## src/common/tsf_pkg.sv

```systemverilog
// ==========================================================
// Time setpoint and flag constants.
package tsf_pkg;
  localparam int ADDR_W = 8;
  localparam int DATA_W = 32;
  localparam int SEC_W  = 6;
  localparam int MIN_W  = 6;
  localparam int HOUR_W = 5;
  localparam int DAY_W  = 5;
  localparam int WDAY_W = 3;
  localparam int NUM_WDAY  = 7;
  localparam int NUM_DAILY = 2;
  localparam int NUM_CMD   = 7;
  localparam int NUM_AUX   = 16;
  localparam int NUM_CAN   = 5;
  localparam int NUM_LED   = 8;

  // ==========================================================
  // Register byte offsets.
  localparam logic [ADDR_W-1:0] OFS_TIMER1  = 8'h00;
  localparam logic [ADDR_W-1:0] OFS_TIMER2  = 8'h04;
  localparam logic [ADDR_W-1:0] OFS_ACTDAY  = 8'h08;
  localparam logic [ADDR_W-1:0] OFS_ACTHOUR = 8'h0c;
  localparam logic [ADDR_W-1:0] OFS_ACTMIN  = 8'h10;
  localparam logic [ADDR_W-1:0] OFS_ACTSEC  = 8'h14;
  localparam logic [ADDR_W-1:0] OFS_WDAYEN  = 8'h18;
  localparam logic [ADDR_W-1:0] OFS_CMDVAR  = 8'h1c;
  localparam logic [ADDR_W-1:0] OFS_FLAGS   = 8'h20;
  localparam logic [ADDR_W-1:0] OFS_RTC     = 8'h24;
  localparam logic [ADDR_W-1:0] TIMER_STEP  = 8'h04;

  // ==========================================================
  // Field positions.
  localparam int SEC_LSB  = 0;
  localparam int MIN_LSB  = 8;
  localparam int HOUR_LSB = 16;
  localparam int WDAY_LSB = 24;
  localparam int DAY_LSB  = 24;
  localparam int CAN_LSB  = 16;
  localparam int LED_LSB  = 24;

  // ==========================================================
  // Ranges and reset values.
  localparam logic [SEC_W-1:0]    SEC_MAX      = 6'h3b;
  localparam logic [MIN_W-1:0]    MIN_MAX      = 6'h3b;
  localparam logic [HOUR_W-1:0]   HOUR_MAX     = 5'h17;
  localparam logic [DAY_W-1:0]    DAY_MIN      = 5'h01;
  localparam logic [WDAY_W-1:0]   WDAY_MAX     = 3'h6;
  localparam logic [HOUR_W-1:0]   T1_HOUR_RST  = 5'h08;
  localparam logic [HOUR_W-1:0]   T2_HOUR_RST  = 5'h11;
  localparam logic [MIN_W-1:0]    MIN_RST      = 6'h00;
  localparam logic [SEC_W-1:0]    SEC_RST      = 6'h00;
  localparam logic [DAY_W-1:0]    ACTDAY_RST   = 5'h01;
  localparam logic [HOUR_W-1:0]   ACTHOUR_RST  = 5'h0c;
  localparam logic [NUM_WDAY-1:0] WDAYEN_RST   = 7'h1f;

  // ==========================================================
  // Command variable positions.
  localparam int CMD_TMR1 = 0;
  localparam int CMD_WDAY = 2;
  localparam int CMD_DAY  = 3;
  localparam int CMD_HOUR = 4;
  localparam int CMD_MIN  = 5;
  localparam int CMD_SEC  = 6;

  localparam logic [1:0] RESP_OKAY   = 2'h0;
  localparam logic [1:0] RESP_SLVERR = 2'h2;
endpackage : tsf_pkg

```

## src/hw/tsf_daily_cmp.sv

```systemverilog
`timescale 1ns/1ps
// ==========================================================
// Time-of-day comparator for one daily setpoint.
module tsf_daily_cmp (
  input  wire logic [tsf_pkg::HOUR_W-1:0] curHour,
  input  wire logic [tsf_pkg::MIN_W-1:0]  curMin,
  input  wire logic [tsf_pkg::SEC_W-1:0]  curSec,
  input  wire logic [tsf_pkg::HOUR_W-1:0] setHour,
  input  wire logic [tsf_pkg::MIN_W-1:0]  setMin,
  input  wire logic [tsf_pkg::SEC_W-1:0]  setSec,
  output logic                            hit
);
  // A plain compare needs no latch: the result drops at midnight by itself.
  always_comb
  begin
    hit = {curHour, curMin, curSec} >= {setHour, setMin, setSec};
  end
endmodule : tsf_daily_cmp

```

## src/hw/tsf_time_setpoint.sv

```systemverilog
`timescale 1ns/1ps
module tsf_time_setpoint (
  input  wire logic                          clk,
  input  wire logic                          rst_n,
  input  wire logic                          ce,
  input  wire logic [tsf_pkg::SEC_W-1:0]     rtcSec,
  input  wire logic [tsf_pkg::MIN_W-1:0]     rtcMin,
  input  wire logic [tsf_pkg::HOUR_W-1:0]    rtcHour,
  input  wire logic [tsf_pkg::WDAY_W-1:0]    rtcWeekday,
  input  wire logic [tsf_pkg::DAY_W-1:0]     rtcDay,
  input  wire logic [tsf_pkg::NUM_AUX-1:0]   auxFlagExpr,
  input  wire logic [tsf_pkg::NUM_CAN-1:0]   canFlagExpr,
  input  wire logic [tsf_pkg::NUM_LED-1:0]   ledFlagExpr,
  input  wire logic                          metalHousing,
  output logic      [tsf_pkg::NUM_CMD-1:0]   cmdVar,
  output logic      [tsf_pkg::NUM_AUX-1:0]   auxFlag,
  output logic      [tsf_pkg::NUM_CAN-1:0]   canSharedFlag,
  output logic      [tsf_pkg::NUM_LED-1:0]   ledAuxFlag,
  output logic      [tsf_pkg::NUM_LED-1:0]   ledDriveFlag,
  input  wire logic [tsf_pkg::ADDR_W-1:0]    s_axi_awaddr,
  input  wire logic                          s_axi_awvalid,
  output logic                               s_axi_awready,
  input  wire logic [tsf_pkg::DATA_W-1:0]    s_axi_wdata,
  input  wire logic [3:0]                    s_axi_wstrb,
  input  wire logic                          s_axi_wvalid,
  output logic                               s_axi_wready,
  output logic      [1:0]                    s_axi_bresp,
  output logic                               s_axi_bvalid,
  input  wire logic                          s_axi_bready,
  input  wire logic [tsf_pkg::ADDR_W-1:0]    s_axi_araddr,
  input  wire logic                          s_axi_arvalid,
  output logic                               s_axi_arready,
  output logic      [tsf_pkg::DATA_W-1:0]    s_axi_rdata,
  output logic      [1:0]                    s_axi_rresp,
  output logic                               s_axi_rvalid,
  input  wire logic                          s_axi_rready
);
  localparam int HW = tsf_pkg::HOUR_W;
  localparam int MW = tsf_pkg::MIN_W;
  localparam int SW = tsf_pkg::SEC_W;
  localparam int DW = tsf_pkg::DATA_W;
  localparam int ND = tsf_pkg::NUM_DAILY;

  // ==========================================================
  // Helpers.
  function automatic logic [DW-1:0] packTime(
    input logic [HW-1:0] h, input logic [MW-1:0] m, input logic [SW-1:0] s);
    logic [DW-1:0] v;
    v = '0;
    v[tsf_pkg::HOUR_LSB +: HW] = h;
    v[tsf_pkg::MIN_LSB +: MW] = m;
    v[tsf_pkg::SEC_LSB +: SW] = s;
    return v;
  endfunction : packTime

  function automatic logic [DW-1:0] mergeStrb(
    input logic [DW-1:0] old, input logic [DW-1:0] dat, input logic [3:0] strb);
    logic [DW-1:0] v;
    v = old;
    for (int b = 0; b < 4; b++)
    begin
      if (strb[b])
      begin
        v[b*8 +: 8] = dat[b*8 +: 8];
      end
    end
    return v;
  endfunction : mergeStrb

  // ==========================================================
  // State.
  logic [SW-1:0]               curSec_ff, nxt_curSec;
  logic [MW-1:0]               curMin_ff, nxt_curMin;
  logic [HW-1:0]               curHour_ff, nxt_curHour;
  logic [tsf_pkg::WDAY_W-1:0]  curWday_ff, nxt_curWday;
  logic [tsf_pkg::DAY_W-1:0]   curDay_ff, nxt_curDay;
  logic [HW-1:0]               tHour_ff [ND];
  logic [MW-1:0]               tMin_ff [ND];
  logic [SW-1:0]               tSec_ff [ND];
  logic [HW-1:0]               nxt_tHour [ND];
  logic [MW-1:0]               nxt_tMin [ND];
  logic [SW-1:0]               nxt_tSec [ND];
  logic [tsf_pkg::DAY_W-1:0]   actDay_ff, nxt_actDay;
  logic [HW-1:0]               actHour_ff, nxt_actHour;
  logic [MW-1:0]               actMin_ff, nxt_actMin;
  logic [SW-1:0]               actSec_ff, nxt_actSec;
  logic [tsf_pkg::NUM_WDAY-1:0] wdayEn_ff, nxt_wdayEn;
  logic                        metal_ff;
  logic [tsf_pkg::NUM_CMD-1:0] cmdVar_ff, nxt_cmdVar;
  logic [tsf_pkg::NUM_AUX-1:0] aux_ff, nxt_aux;
  logic [tsf_pkg::NUM_CAN-1:0] can_ff, nxt_can;
  logic [tsf_pkg::NUM_LED-1:0] ledAux_ff, nxt_ledAux;
  logic [tsf_pkg::NUM_LED-1:0] ledDrv_ff, nxt_ledDrv;
  logic [ND-1:0]               dailyHit;
  logic                        awHeld_ff, nxt_awHeld, wHeld_ff, nxt_wHeld;
  logic [tsf_pkg::ADDR_W-1:0]  awAddr_ff, nxt_awAddr;
  logic [DW-1:0]               wData_ff, nxt_wData;
  logic [3:0]                  wStrb_ff, nxt_wStrb;
  logic                        awready_ff, nxt_awready, wready_ff, nxt_wready;
  logic                        bvalid_ff, nxt_bvalid, arready_ff, nxt_arready;
  logic                        rvalid_ff, nxt_rvalid;
  logic [1:0]                  bresp_ff, nxt_bresp, rresp_ff, nxt_rresp;
  logic [DW-1:0]               rdata_ff, nxt_rdata;

  // ==========================================================
  // Comparators.
  genvar gi;
  generate
    for (gi = 0; gi < ND; gi++)
    begin : g_daily
      tsf_daily_cmp u_cmp (
        .curHour (curHour_ff),
        .curMin  (curMin_ff),
        .curSec  (curSec_ff),
        .setHour (tHour_ff[gi]),
        .setMin  (tMin_ff[gi]),
        .setSec  (tSec_ff[gi]),
        .hit     (dailyHit[gi])
      );
    end
  endgenerate

  always_comb
  begin
    nxt_curSec  = rtcSec;
    nxt_curMin  = rtcMin;
    nxt_curHour = rtcHour;
    nxt_curWday = rtcWeekday;
    nxt_curDay  = rtcDay;
    nxt_cmdVar  = '0;
    nxt_cmdVar[tsf_pkg::CMD_TMR1 +: ND] = dailyHit;
    nxt_cmdVar[tsf_pkg::CMD_WDAY] = (curWday_ff <= tsf_pkg::WDAY_MAX) &&
                                    wdayEn_ff[curWday_ff];
    nxt_cmdVar[tsf_pkg::CMD_DAY]  = curDay_ff == actDay_ff;
    nxt_cmdVar[tsf_pkg::CMD_HOUR] = curHour_ff == actHour_ff;
    nxt_cmdVar[tsf_pkg::CMD_MIN]  = curMin_ff == actMin_ff;
    nxt_cmdVar[tsf_pkg::CMD_SEC]  = curSec_ff == actSec_ff;
    nxt_aux    = auxFlagExpr;
    nxt_can    = canFlagExpr;
    nxt_ledAux = ledFlagExpr;
    // The variant is strapped; it is caught once, during reset.
    nxt_ledDrv = metal_ff ? ledFlagExpr : '0;
  end

  // ==========================================================
  // Register bus.
  always_comb
  begin
    logic          awHs;
    logic          wHs;
    logic          doWr;
    logic [DW-1:0] m;
    int            ti;
    awHs = s_axi_awvalid && awready_ff;
    wHs  = s_axi_wvalid && wready_ff;
    doWr = awHeld_ff && wHeld_ff && !bvalid_ff;
    m    = '0;
    ti   = 0;
    nxt_awAddr = awHs ? s_axi_awaddr : awAddr_ff;
    nxt_wData  = wHs ? s_axi_wdata : wData_ff;
    nxt_wStrb  = wHs ? s_axi_wstrb : wStrb_ff;
    nxt_awHeld = (awHeld_ff || awHs) && !doWr;
    nxt_wHeld  = (wHeld_ff || wHs) && !doWr;
    nxt_bvalid = bvalid_ff;
    nxt_bresp  = bresp_ff;
    nxt_tHour  = tHour_ff;
    nxt_tMin   = tMin_ff;
    nxt_tSec   = tSec_ff;
    nxt_actDay  = actDay_ff;
    nxt_actHour = actHour_ff;
    nxt_actMin  = actMin_ff;
    nxt_actSec  = actSec_ff;
    nxt_wdayEn  = wdayEn_ff;
    if (bvalid_ff && s_axi_bready)
    begin
      nxt_bvalid = 1'b0;
    end
    if (doWr)
    begin
      nxt_bvalid = 1'b1;
      nxt_bresp  = tsf_pkg::RESP_OKAY;
      // Out-of-range values are dropped whole so a register never holds
      // a time that the clock can never reach.
      case (awAddr_ff)
        tsf_pkg::OFS_TIMER1, tsf_pkg::OFS_TIMER2:
        begin
          ti = (awAddr_ff == tsf_pkg::OFS_TIMER2) ? 1 : 0;
          m = mergeStrb(packTime(tHour_ff[ti], tMin_ff[ti], tSec_ff[ti]),
                        wData_ff, wStrb_ff);
          if (m[tsf_pkg::HOUR_LSB +: HW] <= tsf_pkg::HOUR_MAX &&
              m[tsf_pkg::MIN_LSB +: MW] <= tsf_pkg::MIN_MAX &&
              m[tsf_pkg::SEC_LSB +: SW] <= tsf_pkg::SEC_MAX)
          begin
            nxt_tHour[ti] = m[tsf_pkg::HOUR_LSB +: HW];
            nxt_tMin[ti]  = m[tsf_pkg::MIN_LSB +: MW];
            nxt_tSec[ti]  = m[tsf_pkg::SEC_LSB +: SW];
          end
        end
        tsf_pkg::OFS_ACTDAY:
        begin
          m = mergeStrb(DW'(actDay_ff), wData_ff, wStrb_ff);
          if (m[tsf_pkg::DAY_W-1:0] >= tsf_pkg::DAY_MIN)
          begin
            nxt_actDay = m[tsf_pkg::DAY_W-1:0];
          end
        end
        tsf_pkg::OFS_ACTHOUR:
        begin
          m = mergeStrb(DW'(actHour_ff), wData_ff, wStrb_ff);
          if (m[HW-1:0] <= tsf_pkg::HOUR_MAX)
          begin
            nxt_actHour = m[HW-1:0];
          end
        end
        tsf_pkg::OFS_ACTMIN:
        begin
          m = mergeStrb(DW'(actMin_ff), wData_ff, wStrb_ff);
          if (m[MW-1:0] <= tsf_pkg::MIN_MAX)
          begin
            nxt_actMin = m[MW-1:0];
          end
        end
        tsf_pkg::OFS_ACTSEC:
        begin
          m = mergeStrb(DW'(actSec_ff), wData_ff, wStrb_ff);
          if (m[SW-1:0] <= tsf_pkg::SEC_MAX)
          begin
            nxt_actSec = m[SW-1:0];
          end
        end
        tsf_pkg::OFS_WDAYEN:
        begin
          m = mergeStrb(DW'(wdayEn_ff), wData_ff, wStrb_ff);
          nxt_wdayEn = m[tsf_pkg::NUM_WDAY-1:0];
        end
        tsf_pkg::OFS_CMDVAR, tsf_pkg::OFS_FLAGS, tsf_pkg::OFS_RTC:
        begin
          nxt_bresp = tsf_pkg::RESP_OKAY;
        end
        default:
        begin
          nxt_bresp = tsf_pkg::RESP_SLVERR;
        end
      endcase
    end
    nxt_awready = !nxt_awHeld && !nxt_bvalid;
    nxt_wready  = !nxt_wHeld && !nxt_bvalid;
  end

  always_comb
  begin
    nxt_rvalid = rvalid_ff;
    nxt_rdata  = rdata_ff;
    nxt_rresp  = rresp_ff;
    if (rvalid_ff && s_axi_rready)
    begin
      nxt_rvalid = 1'b0;
    end
    if (s_axi_arvalid && arready_ff)
    begin
      nxt_rvalid = 1'b1;
      nxt_rresp  = tsf_pkg::RESP_OKAY;
      nxt_rdata  = '0;
      case (s_axi_araddr)
        tsf_pkg::OFS_TIMER1: nxt_rdata = packTime(tHour_ff[0], tMin_ff[0], tSec_ff[0]);
        tsf_pkg::OFS_TIMER2: nxt_rdata = packTime(tHour_ff[1], tMin_ff[1], tSec_ff[1]);
        tsf_pkg::OFS_ACTDAY:  nxt_rdata = DW'(actDay_ff);
        tsf_pkg::OFS_ACTHOUR: nxt_rdata = DW'(actHour_ff);
        tsf_pkg::OFS_ACTMIN:  nxt_rdata = DW'(actMin_ff);
        tsf_pkg::OFS_ACTSEC:  nxt_rdata = DW'(actSec_ff);
        tsf_pkg::OFS_WDAYEN:  nxt_rdata = DW'(wdayEn_ff);
        tsf_pkg::OFS_CMDVAR:  nxt_rdata = DW'(cmdVar_ff);
        tsf_pkg::OFS_FLAGS:
        begin
          nxt_rdata[tsf_pkg::NUM_AUX-1:0] = aux_ff;
          nxt_rdata[tsf_pkg::CAN_LSB +: tsf_pkg::NUM_CAN] = can_ff;
          nxt_rdata[tsf_pkg::LED_LSB +: tsf_pkg::NUM_LED] = ledAux_ff;
        end
        tsf_pkg::OFS_RTC:
        begin
          nxt_rdata = packTime(curHour_ff, curMin_ff, curSec_ff);
          nxt_rdata[tsf_pkg::WDAY_LSB +: tsf_pkg::WDAY_W] = curWday_ff;
        end
        default: nxt_rresp = tsf_pkg::RESP_SLVERR;
      endcase
    end
    nxt_arready = !nxt_rvalid;
  end

  // ==========================================================
  // Registers.
  always_ff @(posedge clk)
  begin
    if (!rst_n)
    begin
      curSec_ff <= '0;
      curMin_ff <= '0;
      curHour_ff <= '0;
      curWday_ff <= '0;
      curDay_ff <= '0;
      tHour_ff[0] <= tsf_pkg::T1_HOUR_RST;
      tHour_ff[1] <= tsf_pkg::T2_HOUR_RST;
      for (int i = 0; i < ND; i++)
      begin
        tMin_ff[i] <= tsf_pkg::MIN_RST;
        tSec_ff[i] <= tsf_pkg::SEC_RST;
      end
      actDay_ff <= tsf_pkg::ACTDAY_RST;
      actHour_ff <= tsf_pkg::ACTHOUR_RST;
      actMin_ff <= tsf_pkg::MIN_RST;
      actSec_ff <= tsf_pkg::SEC_RST;
      wdayEn_ff <= tsf_pkg::WDAYEN_RST;
      metal_ff <= metalHousing;
      cmdVar_ff <= '0;
      aux_ff <= '0;
      can_ff <= '0;
      ledAux_ff <= '0;
      ledDrv_ff <= '0;
      awHeld_ff <= 1'b0;
      wHeld_ff <= 1'b0;
      awAddr_ff <= '0;
      wData_ff <= '0;
      wStrb_ff <= '0;
      awready_ff <= 1'b0;
      wready_ff <= 1'b0;
      bvalid_ff <= 1'b0;
      bresp_ff <= tsf_pkg::RESP_OKAY;
      arready_ff <= 1'b0;
      rvalid_ff <= 1'b0;
      rresp_ff <= tsf_pkg::RESP_OKAY;
      rdata_ff <= '0;
    end
    else if (ce)
    begin
      curSec_ff <= nxt_curSec;
      curMin_ff <= nxt_curMin;
      curHour_ff <= nxt_curHour;
      curWday_ff <= nxt_curWday;
      curDay_ff <= nxt_curDay;
      tHour_ff <= nxt_tHour;
      tMin_ff <= nxt_tMin;
      tSec_ff <= nxt_tSec;
      actDay_ff <= nxt_actDay;
      actHour_ff <= nxt_actHour;
      actMin_ff <= nxt_actMin;
      actSec_ff <= nxt_actSec;
      wdayEn_ff <= nxt_wdayEn;
      cmdVar_ff <= nxt_cmdVar;
      aux_ff <= nxt_aux;
      can_ff <= nxt_can;
      ledAux_ff <= nxt_ledAux;
      ledDrv_ff <= nxt_ledDrv;
      awHeld_ff <= nxt_awHeld;
      wHeld_ff <= nxt_wHeld;
      awAddr_ff <= nxt_awAddr;
      wData_ff <= nxt_wData;
      wStrb_ff <= nxt_wStrb;
      awready_ff <= nxt_awready;
      wready_ff <= nxt_wready;
      bvalid_ff <= nxt_bvalid;
      bresp_ff <= nxt_bresp;
      arready_ff <= nxt_arready;
      rvalid_ff <= nxt_rvalid;
      rresp_ff <= nxt_rresp;
      rdata_ff <= nxt_rdata;
    end
  end

  assign cmdVar        = cmdVar_ff;
  assign auxFlag       = aux_ff;
  assign canSharedFlag = can_ff;
  assign ledAuxFlag    = ledAux_ff;
  assign ledDriveFlag  = ledDrv_ff;
  assign s_axi_awready = awready_ff;
  assign s_axi_wready  = wready_ff;
  assign s_axi_bvalid  = bvalid_ff;
  assign s_axi_bresp   = bresp_ff;
  assign s_axi_arready = arready_ff;
  assign s_axi_rvalid  = rvalid_ff;
  assign s_axi_rresp   = rresp_ff;
  assign s_axi_rdata   = rdata_ff;
endmodule : tsf_time_setpoint

```

## config.mk

```make
export PLATFORM = sky130hd
export DESIGN_NAME = tsf_time_setpoint
export DESIGN_NICKNAME = d
export VERILOG_FILES = /design/src/common/tsf_pkg.sv /design/src/hw/tsf_daily_cmp.sv /design/src/hw/tsf_time_setpoint.sv
export SDC_FILE = /design/constraint.sdc
export NUM_CORES = 1
export LEC_CHECK = 0
export BUFFER_PORTS_ARGS = -buffer_cell sky130_fd_sc_hd__buf_2
export CORE_ASPECT_RATIO = 1.25
export CORE_MARGIN = 10
export CORE_UTILIZATION = 50
export DETAILED_ROUTE_END_ITERATION = 10
export GPL_TIMING_DRIVEN = 0
export PLACE_DENSITY = 0.77
export SLEW_MARGIN = 15
export SYNTH_ARGS = -nofsm -noshare
export SYNTH_HDL_FRONTEND = slang
export SYNTH_SLANG_ARGS = --single-unit
export TNS_END_PERCENT = 100
```

## constraint.sdc

```tcl
create_clock -name clk -period 2.94 [get_ports clk]
set_clock_uncertainty 0.05 [all_clocks]
set_input_delay 0.882 -clock clk [delete_from_list [all_inputs] [get_ports clk]]
set_output_delay 0.882 -clock clk [all_outputs]
set_load 0.03 [all_outputs]
```

Word level (Yosys, flattened, before mapping)
Index checks and enable logic that the tools add are counted.

storage, ports and cells
  bits in registers = 205
  bits of input ports = 115
  output and inout port bits = 85
  logic and storage cells = 158

cells by class
  magnitude comparators = 13
  eq/ne operators = 22
  multiplexer cells = 49
  bitwise gates (word level) = 1
  reductions and logical operators = 38

operators by type and width
  kind                                                                count
  case mux 21 bit (10 select lines)                                   1
  2-to-1 mux 6 bit                                                    19
  2-to-1 mux 5 bit                                                    13
  == test 8 x 5 -> 1 bit, second input constant                       8
  greater-or-equal comparator 17 bit                                  2
  == test 8 x 4 -> 1 bit, second input constant                       4
  == test 8 x 6 -> 1 bit, second input constant                       4
  greater-or-equal comparator 32 x 2 -> 1 bit, second input constant  1
  < comparator 32 x 1 -> 1 bit, second input constant                 1
  inverter 1 -> 32 bit                                                1
  bitwise mux 12 bit                                                  2
  less-or-equal comparator 6 bit, second input constant               4
  AND reduction 4 bit                                                 6
  OR reduction 10 bit                                                 2
  == test 8 x 3 -> 1 bit, second input constant                       2
  zero test 8 bit                                                     2
  case mux 8 bit (2 select lines)                                     1
  logical AND 1 bit                                                   15
  == test 6 bit                                                       2
  bitwise mux 10 bit                                                  1
  == test 5 bit                                                       2
  less-or-equal comparator 5 bit, second input constant               2
  2-to-1 mux 8 bit                                                    1
  AND reduction 2 bit                                                 4
  other kinds (11)                                                    23

Longest topological paths before layout
  depth in word-level cells = 13
  gate-level depth with buffers = 9
  mapped depth without buffers = 9

Cells and area by module
From an unflattened synthesis, not the netlist that was laid out.

second synthesis, totals
  cell total of the unflattened synthesis = 1,109
  area total of the unflattened synthesis = 9,660.5 sq um

by module, submodules not included
  module             instances  cells an instance  area an instance (sq um)  seq. area each (sq um)
  tsf_time_setpoint  1          995                8,827.2                   4,013.8
  tsf_daily_cmp      2          57                 416.6                     0.0

Least setup slack after synthesis
Ideal clock, no wire load.

  path kind = input-to-reg
  start = in ce
  end = reg tMin_ff[11] in the netlist's numbering
  library setup time = 0.122 ns
  arrival time = 2.684 ns
  data required time = 2.768 ns
  setup slack = 0.085 ns
  stages on the path = 9
  buffers on the path = 2
  cells stage by stage = buf_2 > nand4b_1 > or3_1 > or2_2 > a211oi_2 > nand4_2 > buf_6 > nand3_1 > o21ai_0

between the ends
  cells in the longest elaborated chain, start to end = 1

ends and longest elaborated chain
  element                               RTL line                  text
  from (decl)                           tsf_time_setpoint.sv:5    input wire logic ce,
  AND reduction 4 bit (no source line)  n/a
  to (signal, indexed assignment)       tsf_time_setpoint.sv:305  tMin_ff[i] <= tsf_pkg::MIN_RST;
  to (signal assigned)                  tsf_time_setpoint.sv:341  tMin_ff <= nxt_tMin;
  to (decl)                             tsf_time_setpoint.sv:78   logic [MW-1:0] tMin_ff [ND];

No other way between the ends.
A chain may end at the register's enable or synchronous reset.

Worst setup path after layout
  start = reg awAddr_ff[3] in the netlist's numbering
  end = reg tHour_ff[8] in the netlist's numbering

between the ends
  cells in the longest elaborated chain, start to end = 13
  elaborated cells between the ends (all ways) = 35
  those cells by class = 5 x order compare; 1 x eq/ne; 22 x mux; 1 x bitwise; 6 x reduce/logical

ends and longest elaborated chain
  element                                                                                  RTL line                                            text
  from (decl)                                                                              tsf_time_setpoint.sv:96                             logic [tsf_pkg::ADDR_W-1:0] awAddr_ff, nxt_awAddr;
  from (signal assigned)                                                                   tsf_time_setpoint.sv:355                            awAddr_ff <= nxt_awAddr;
  == test 8 x 3 -> 1 bit                                                                   tsf_time_setpoint.sv:184, tsf_time_setpoint.sv:187
  2-to-1 mux 1 bit                                                                         tsf_time_setpoint.sv:187                            ti = (awAddr_ff == tsf_pkg::OFS_TIMER2) ? 1 : 0;
  inverter 1 -> 32 bit (not written as such)                                               tsf_time_setpoint.sv:188, tsf_time_setpoint.sv:194
  2-to-1 mux 6 bit (not written as such) or 2-to-1 mux 5 bit (tied branches) (3 in a row)  tsf_time_setpoint.sv:188                            m = mergeStrb(packTime(tHour_ff[ti], tMin_ff[ti], tSec_ff[ti]),
  2-to-1 mux 6 bit or 2-to-1 mux 5 bit (tied branches)                                     tsf_time_setpoint.sv:62                             if (strb[b])
  2-to-1 mux 6 bit or 2-to-1 mux 5 bit (tied branches)                                     tsf_time_setpoint.sv:184                            case (awAddr_ff)
  2-to-1 mux 6 bit or 2-to-1 mux 5 bit (tied branches)                                     tsf_time_setpoint.sv:178                            if (doWr)
  less-or-equal comparator 6 bit or less-or-equal comparator 5 bit (tied branches)         tsf_time_setpoint.sv:191, tsf_time_setpoint.sv:190
  logical AND 1 bit                                                                        tsf_time_setpoint.sv:190                            if (m[tsf_pkg::HOUR_LSB +: HW] <= tsf_pkg::HOUR_MAX &&
  logical AND 1 bit                                                                        tsf_time_setpoint.sv:191                            m[tsf_pkg::MIN_LSB +: MW] <= tsf_pkg::MIN_MAX &&
  AND reduction 4 bit (no source line)                                                     n/a
  to (signal assigned)                                                                     tsf_time_setpoint.sv:340                            tHour_ff <= nxt_tHour;
  to (decl)                                                                                tsf_time_setpoint.sv:77                             logic [HW-1:0] tHour_ff [ND];

Several ways; a longest one is shown, not always the timed one. The select of a mux whose other input is x is not followed.

==> impl_metrics.yaml <==
outcome:
  status: "complete, no violations"
placed_design:
  io_buffers: 175
  placed_cell_area_mm2: 0.01067
  hpwlAfterDp_mm: 26.37
  routabilityCongestion: 0.9903
  place_ws_ns: -0.6853
  dpl.cell_count: 1526
setup_path:
  crit_fanout: 10
  cpMaxStageDelayCell: "or4b_1"
  start_kind: "register"
  rrSetupSlack_ns: 0.13
  critPathMaxStageDelay_ns: 0.55
  arrival_ns: 3.05
  cp.buffers_inverters: 2
  cp_top_family: "simple AND/OR/NAND/NOR gates"
  end_kind: "register"
  critPathKind: "reg -> reg"
  cp.required_ns: 3.19
  path_cells: "or4b_1, clkbuf_1, or4_1, o311ai_0, nand4_2, nand4_4, buf_4, a31oi_1"
power_and_ir_drop:
  p_leak_nw: 4.759
  power_density_mw_per_mm2: 528.0
  ir_worst_vdd_uv: 425.4
  total_power_mw: 5.980
route:
  drt_iter0_drc: 706
  num_vias: 9165
  postRouteWirelength_mm: 33.70
  drtAntennaViolNets: 0
  routed_via_density: 5.879
  first_pass_iters: 5
  drc_errors: 0
  wire_per_inst_um: 21.62
sta:
  maxSlewViolCount: 0
  period_needed_ns: 2.805
  worst_pin_slew_ns: 0.9825
  hold_violations: 0
  fin_ws_ns: 0.1349
  rsz0062_at_grt: "false"
  fin_crit_sh: 0.9541
  slew_headroom: 0.3450
  clock.fmax_ghz: 0.3565
  setup_viol: 0
clock_tree:
  cts_tree: "done"
  cts_buffer_depth: 2
  cts_sinks: 200
  clk_pin_slew_ns: 0.08
  h-tree-depth: 4
  clock_latency_ns: 0.45
  cts_buffers: 17
  cts_root_buffer: "clkbuf_16"
  ctsHoldBuffers: 0
logic_synthesis:
  synthFlopType: "dfxtp_1"
  yosysMostFrequentCell: "dfxtp_1"
  syn_avg_cell_area_um2: 8.508
  yosysWarnings: 0
  seq_area_frac_synth: 0.4231
  synth_area_leader_cell: "dfxtp_1"
  syn-instance-count: 1115
  yosysTopAreaCellShare: 0.4199
  netlist_area_mm2: 0.009487
  synth_seq_cells: 200
  synthArstFlopShare: 0
  ys_types: 59
  synthTopCellsByArea: "dfxtp_1, mux2i_1, nand2_1"
  synth-edff-count: 1
  synthTopCellsByCount: "dfxtp_1, nand2_1, nor2_1"
die:
  coreArea_mm2: 0.01871
  die_w_um: 143.2
  start_util: 0.5071
  die-area_mm2: 0.02492
  io_pins: 200
  rows: 56
  die_height_um: 174
layout:
  insertedDiodeCount: 0
  nNetsFinal: 1463
  fin_util: 0.6055
  drive_gt1_frac: 0.1891
  final_cell_area_mm2: 0.01133
  stdcell_count: 1559
  areaGrowthSynthToFinish_pct: 19.40
global_routing:
  first_global_vias: 8859
  grt_pass1_wl_mm: 50.92
  grt_usage: 0.2638
  antenna_found_initial: 0
  grt_max_degree: 21
  grt_overflow_total: 0
hold_path:
  hp-class: "reg -> reg"
run:
  drv_cap: 0
-- per-stage QoR --
step,hold WS [ns],setup TNS [ns]
floorplan,0.3857,0
global placement,0.3870,-36.27
detailed placement,0.3966,-35.47
CTS,0.4096,0
global route,0.4257,0
finish,0.4105,0
-- worst reg2reg max path, cell delays in order, from the launching register on --
cell and delay (ns):
dfxtp_1 0.42, or4b_1 0.55, clkbuf_1 0.23, or4_1 0.43
o311ai_0 0.15, nand4_2 0.28, nand4_4 0.23, buf_4 0.22
a31oi_1 0.11
-- layout make-up --
type | count | area (um^2)
Inverter | 41 | 153.9
Buffer | 86 | 400.4
Fill cell | 1751 | 7381
Multi-Input combinational cell | 791 | 4975
Clock buffer | 17 | 425.4
Sequential cell | 200 | 4015
Tap cell | 232 | 290.3
Timing Repair Buffer | 177 | 890.9
Clock inverter | 15 | 176.4
-- cells in the final DEF (no fill, tap or decap), drive strengths merged, types with 4 or more instances in the layout --
cell | synthesis | final
dfxtp | 199 | 199
buf | 19 | 196
nand2 | 141 | 141
nor2 | 109 | 109
mux2i | 96 | 96
clkbuf | 68 | 84
o21ai | 74 | 74
a21oi | 73 | 73
nand3 | 60 | 60
inv | 40 | 48
ha | 34 | 34
a22oi | 27 | 27
nor3 | 19 | 19
a31oi | 18 | 18
nand4 | 15 | 15
xor2 | 14 | 14
or4 | 11 | 11
o311ai | 10 | 10
a211oi | 9 | 9
xnor2 | 8 | 8
and3 | 7 | 7
a221oi | 7 | 7
a21o | 7 | 7
mux2 | 5 | 5
nor2b | 5 | 5
o211ai | 5 | 5
conb | 1 | 5
clkinv | 1 | 4
-- power by group --
group	internal, mW	switching [mW]	leakage [nW]	total [mW]
clock network	1.22	1.20	0.286	2.42
registers	2.79	0.0962	1.63	2.89
logic	0.242	0.431	2.84	0.673
-- per-layer routing --
metal / global-route usage / wire [um] / vias up
met3: 0.05345 / 2398 / 73
li1: - / - / 4329
met4: 0.1068 / 1210 / 0
met2: 0.4550 / 16640 / 384
met5: 0 / 0 / -
met1: 0.3099 / 13460 / 4379
-- kinds of logic (layout without fill, tap and decap cells) --
kind of cell | after synthesis | after routing | share of synthesized area
and+or+nand+nor | 380 | 380 | 0.1806
AOI/OAI and AO/OA | 246 | 246 | 0.1580
DFF | 200 | 200 | 0.4231
buffers and inverters | 128 | 336 | 0.05843
muxes | 104 | 104 | 0.1143
adders and majority gates | 34 | 34 | 0.04484
xor gates and xnor gates | 22 | 22 | 0.02031
other | 1 | 5 | 0.0003953
-- path summary, 6_finish.rpt --
path / from / endpoint / cells past startpoint
setup / recovery: awAddr_ff[3] / tHour_ff[8] / 8
hold / removal: ledDriveFlag[3] / ledDriveFlag[3] / 2
hold reg to reg: ledDriveFlag[3] / ledDriveFlag[3] / 2
setup reg to reg: awAddr_ff[3] / tHour_ff[8] / 8
-- what timing repair did --
action,in CTS,in global routing
buffers inserted,0,2
endpoints found under the setup margin,34,37
pin swaps,0,3
gates resized for setup,5,11
-- sequential cells by signal, summed over array words and instances (netlist names), 7 cells and up, named ones only --
signal        flops
tHour_ff         10
cmdVar            7
ledAuxFlag        8
wData_ff         18
wdayEn_ff         7
tSec_ff          12
tMin_ff          12
ledDriveFlag      8
auxFlag          16
awAddr_ff         8
s_axi_rdata      29
Note: power is estimated with default switching activity, not from simulation.
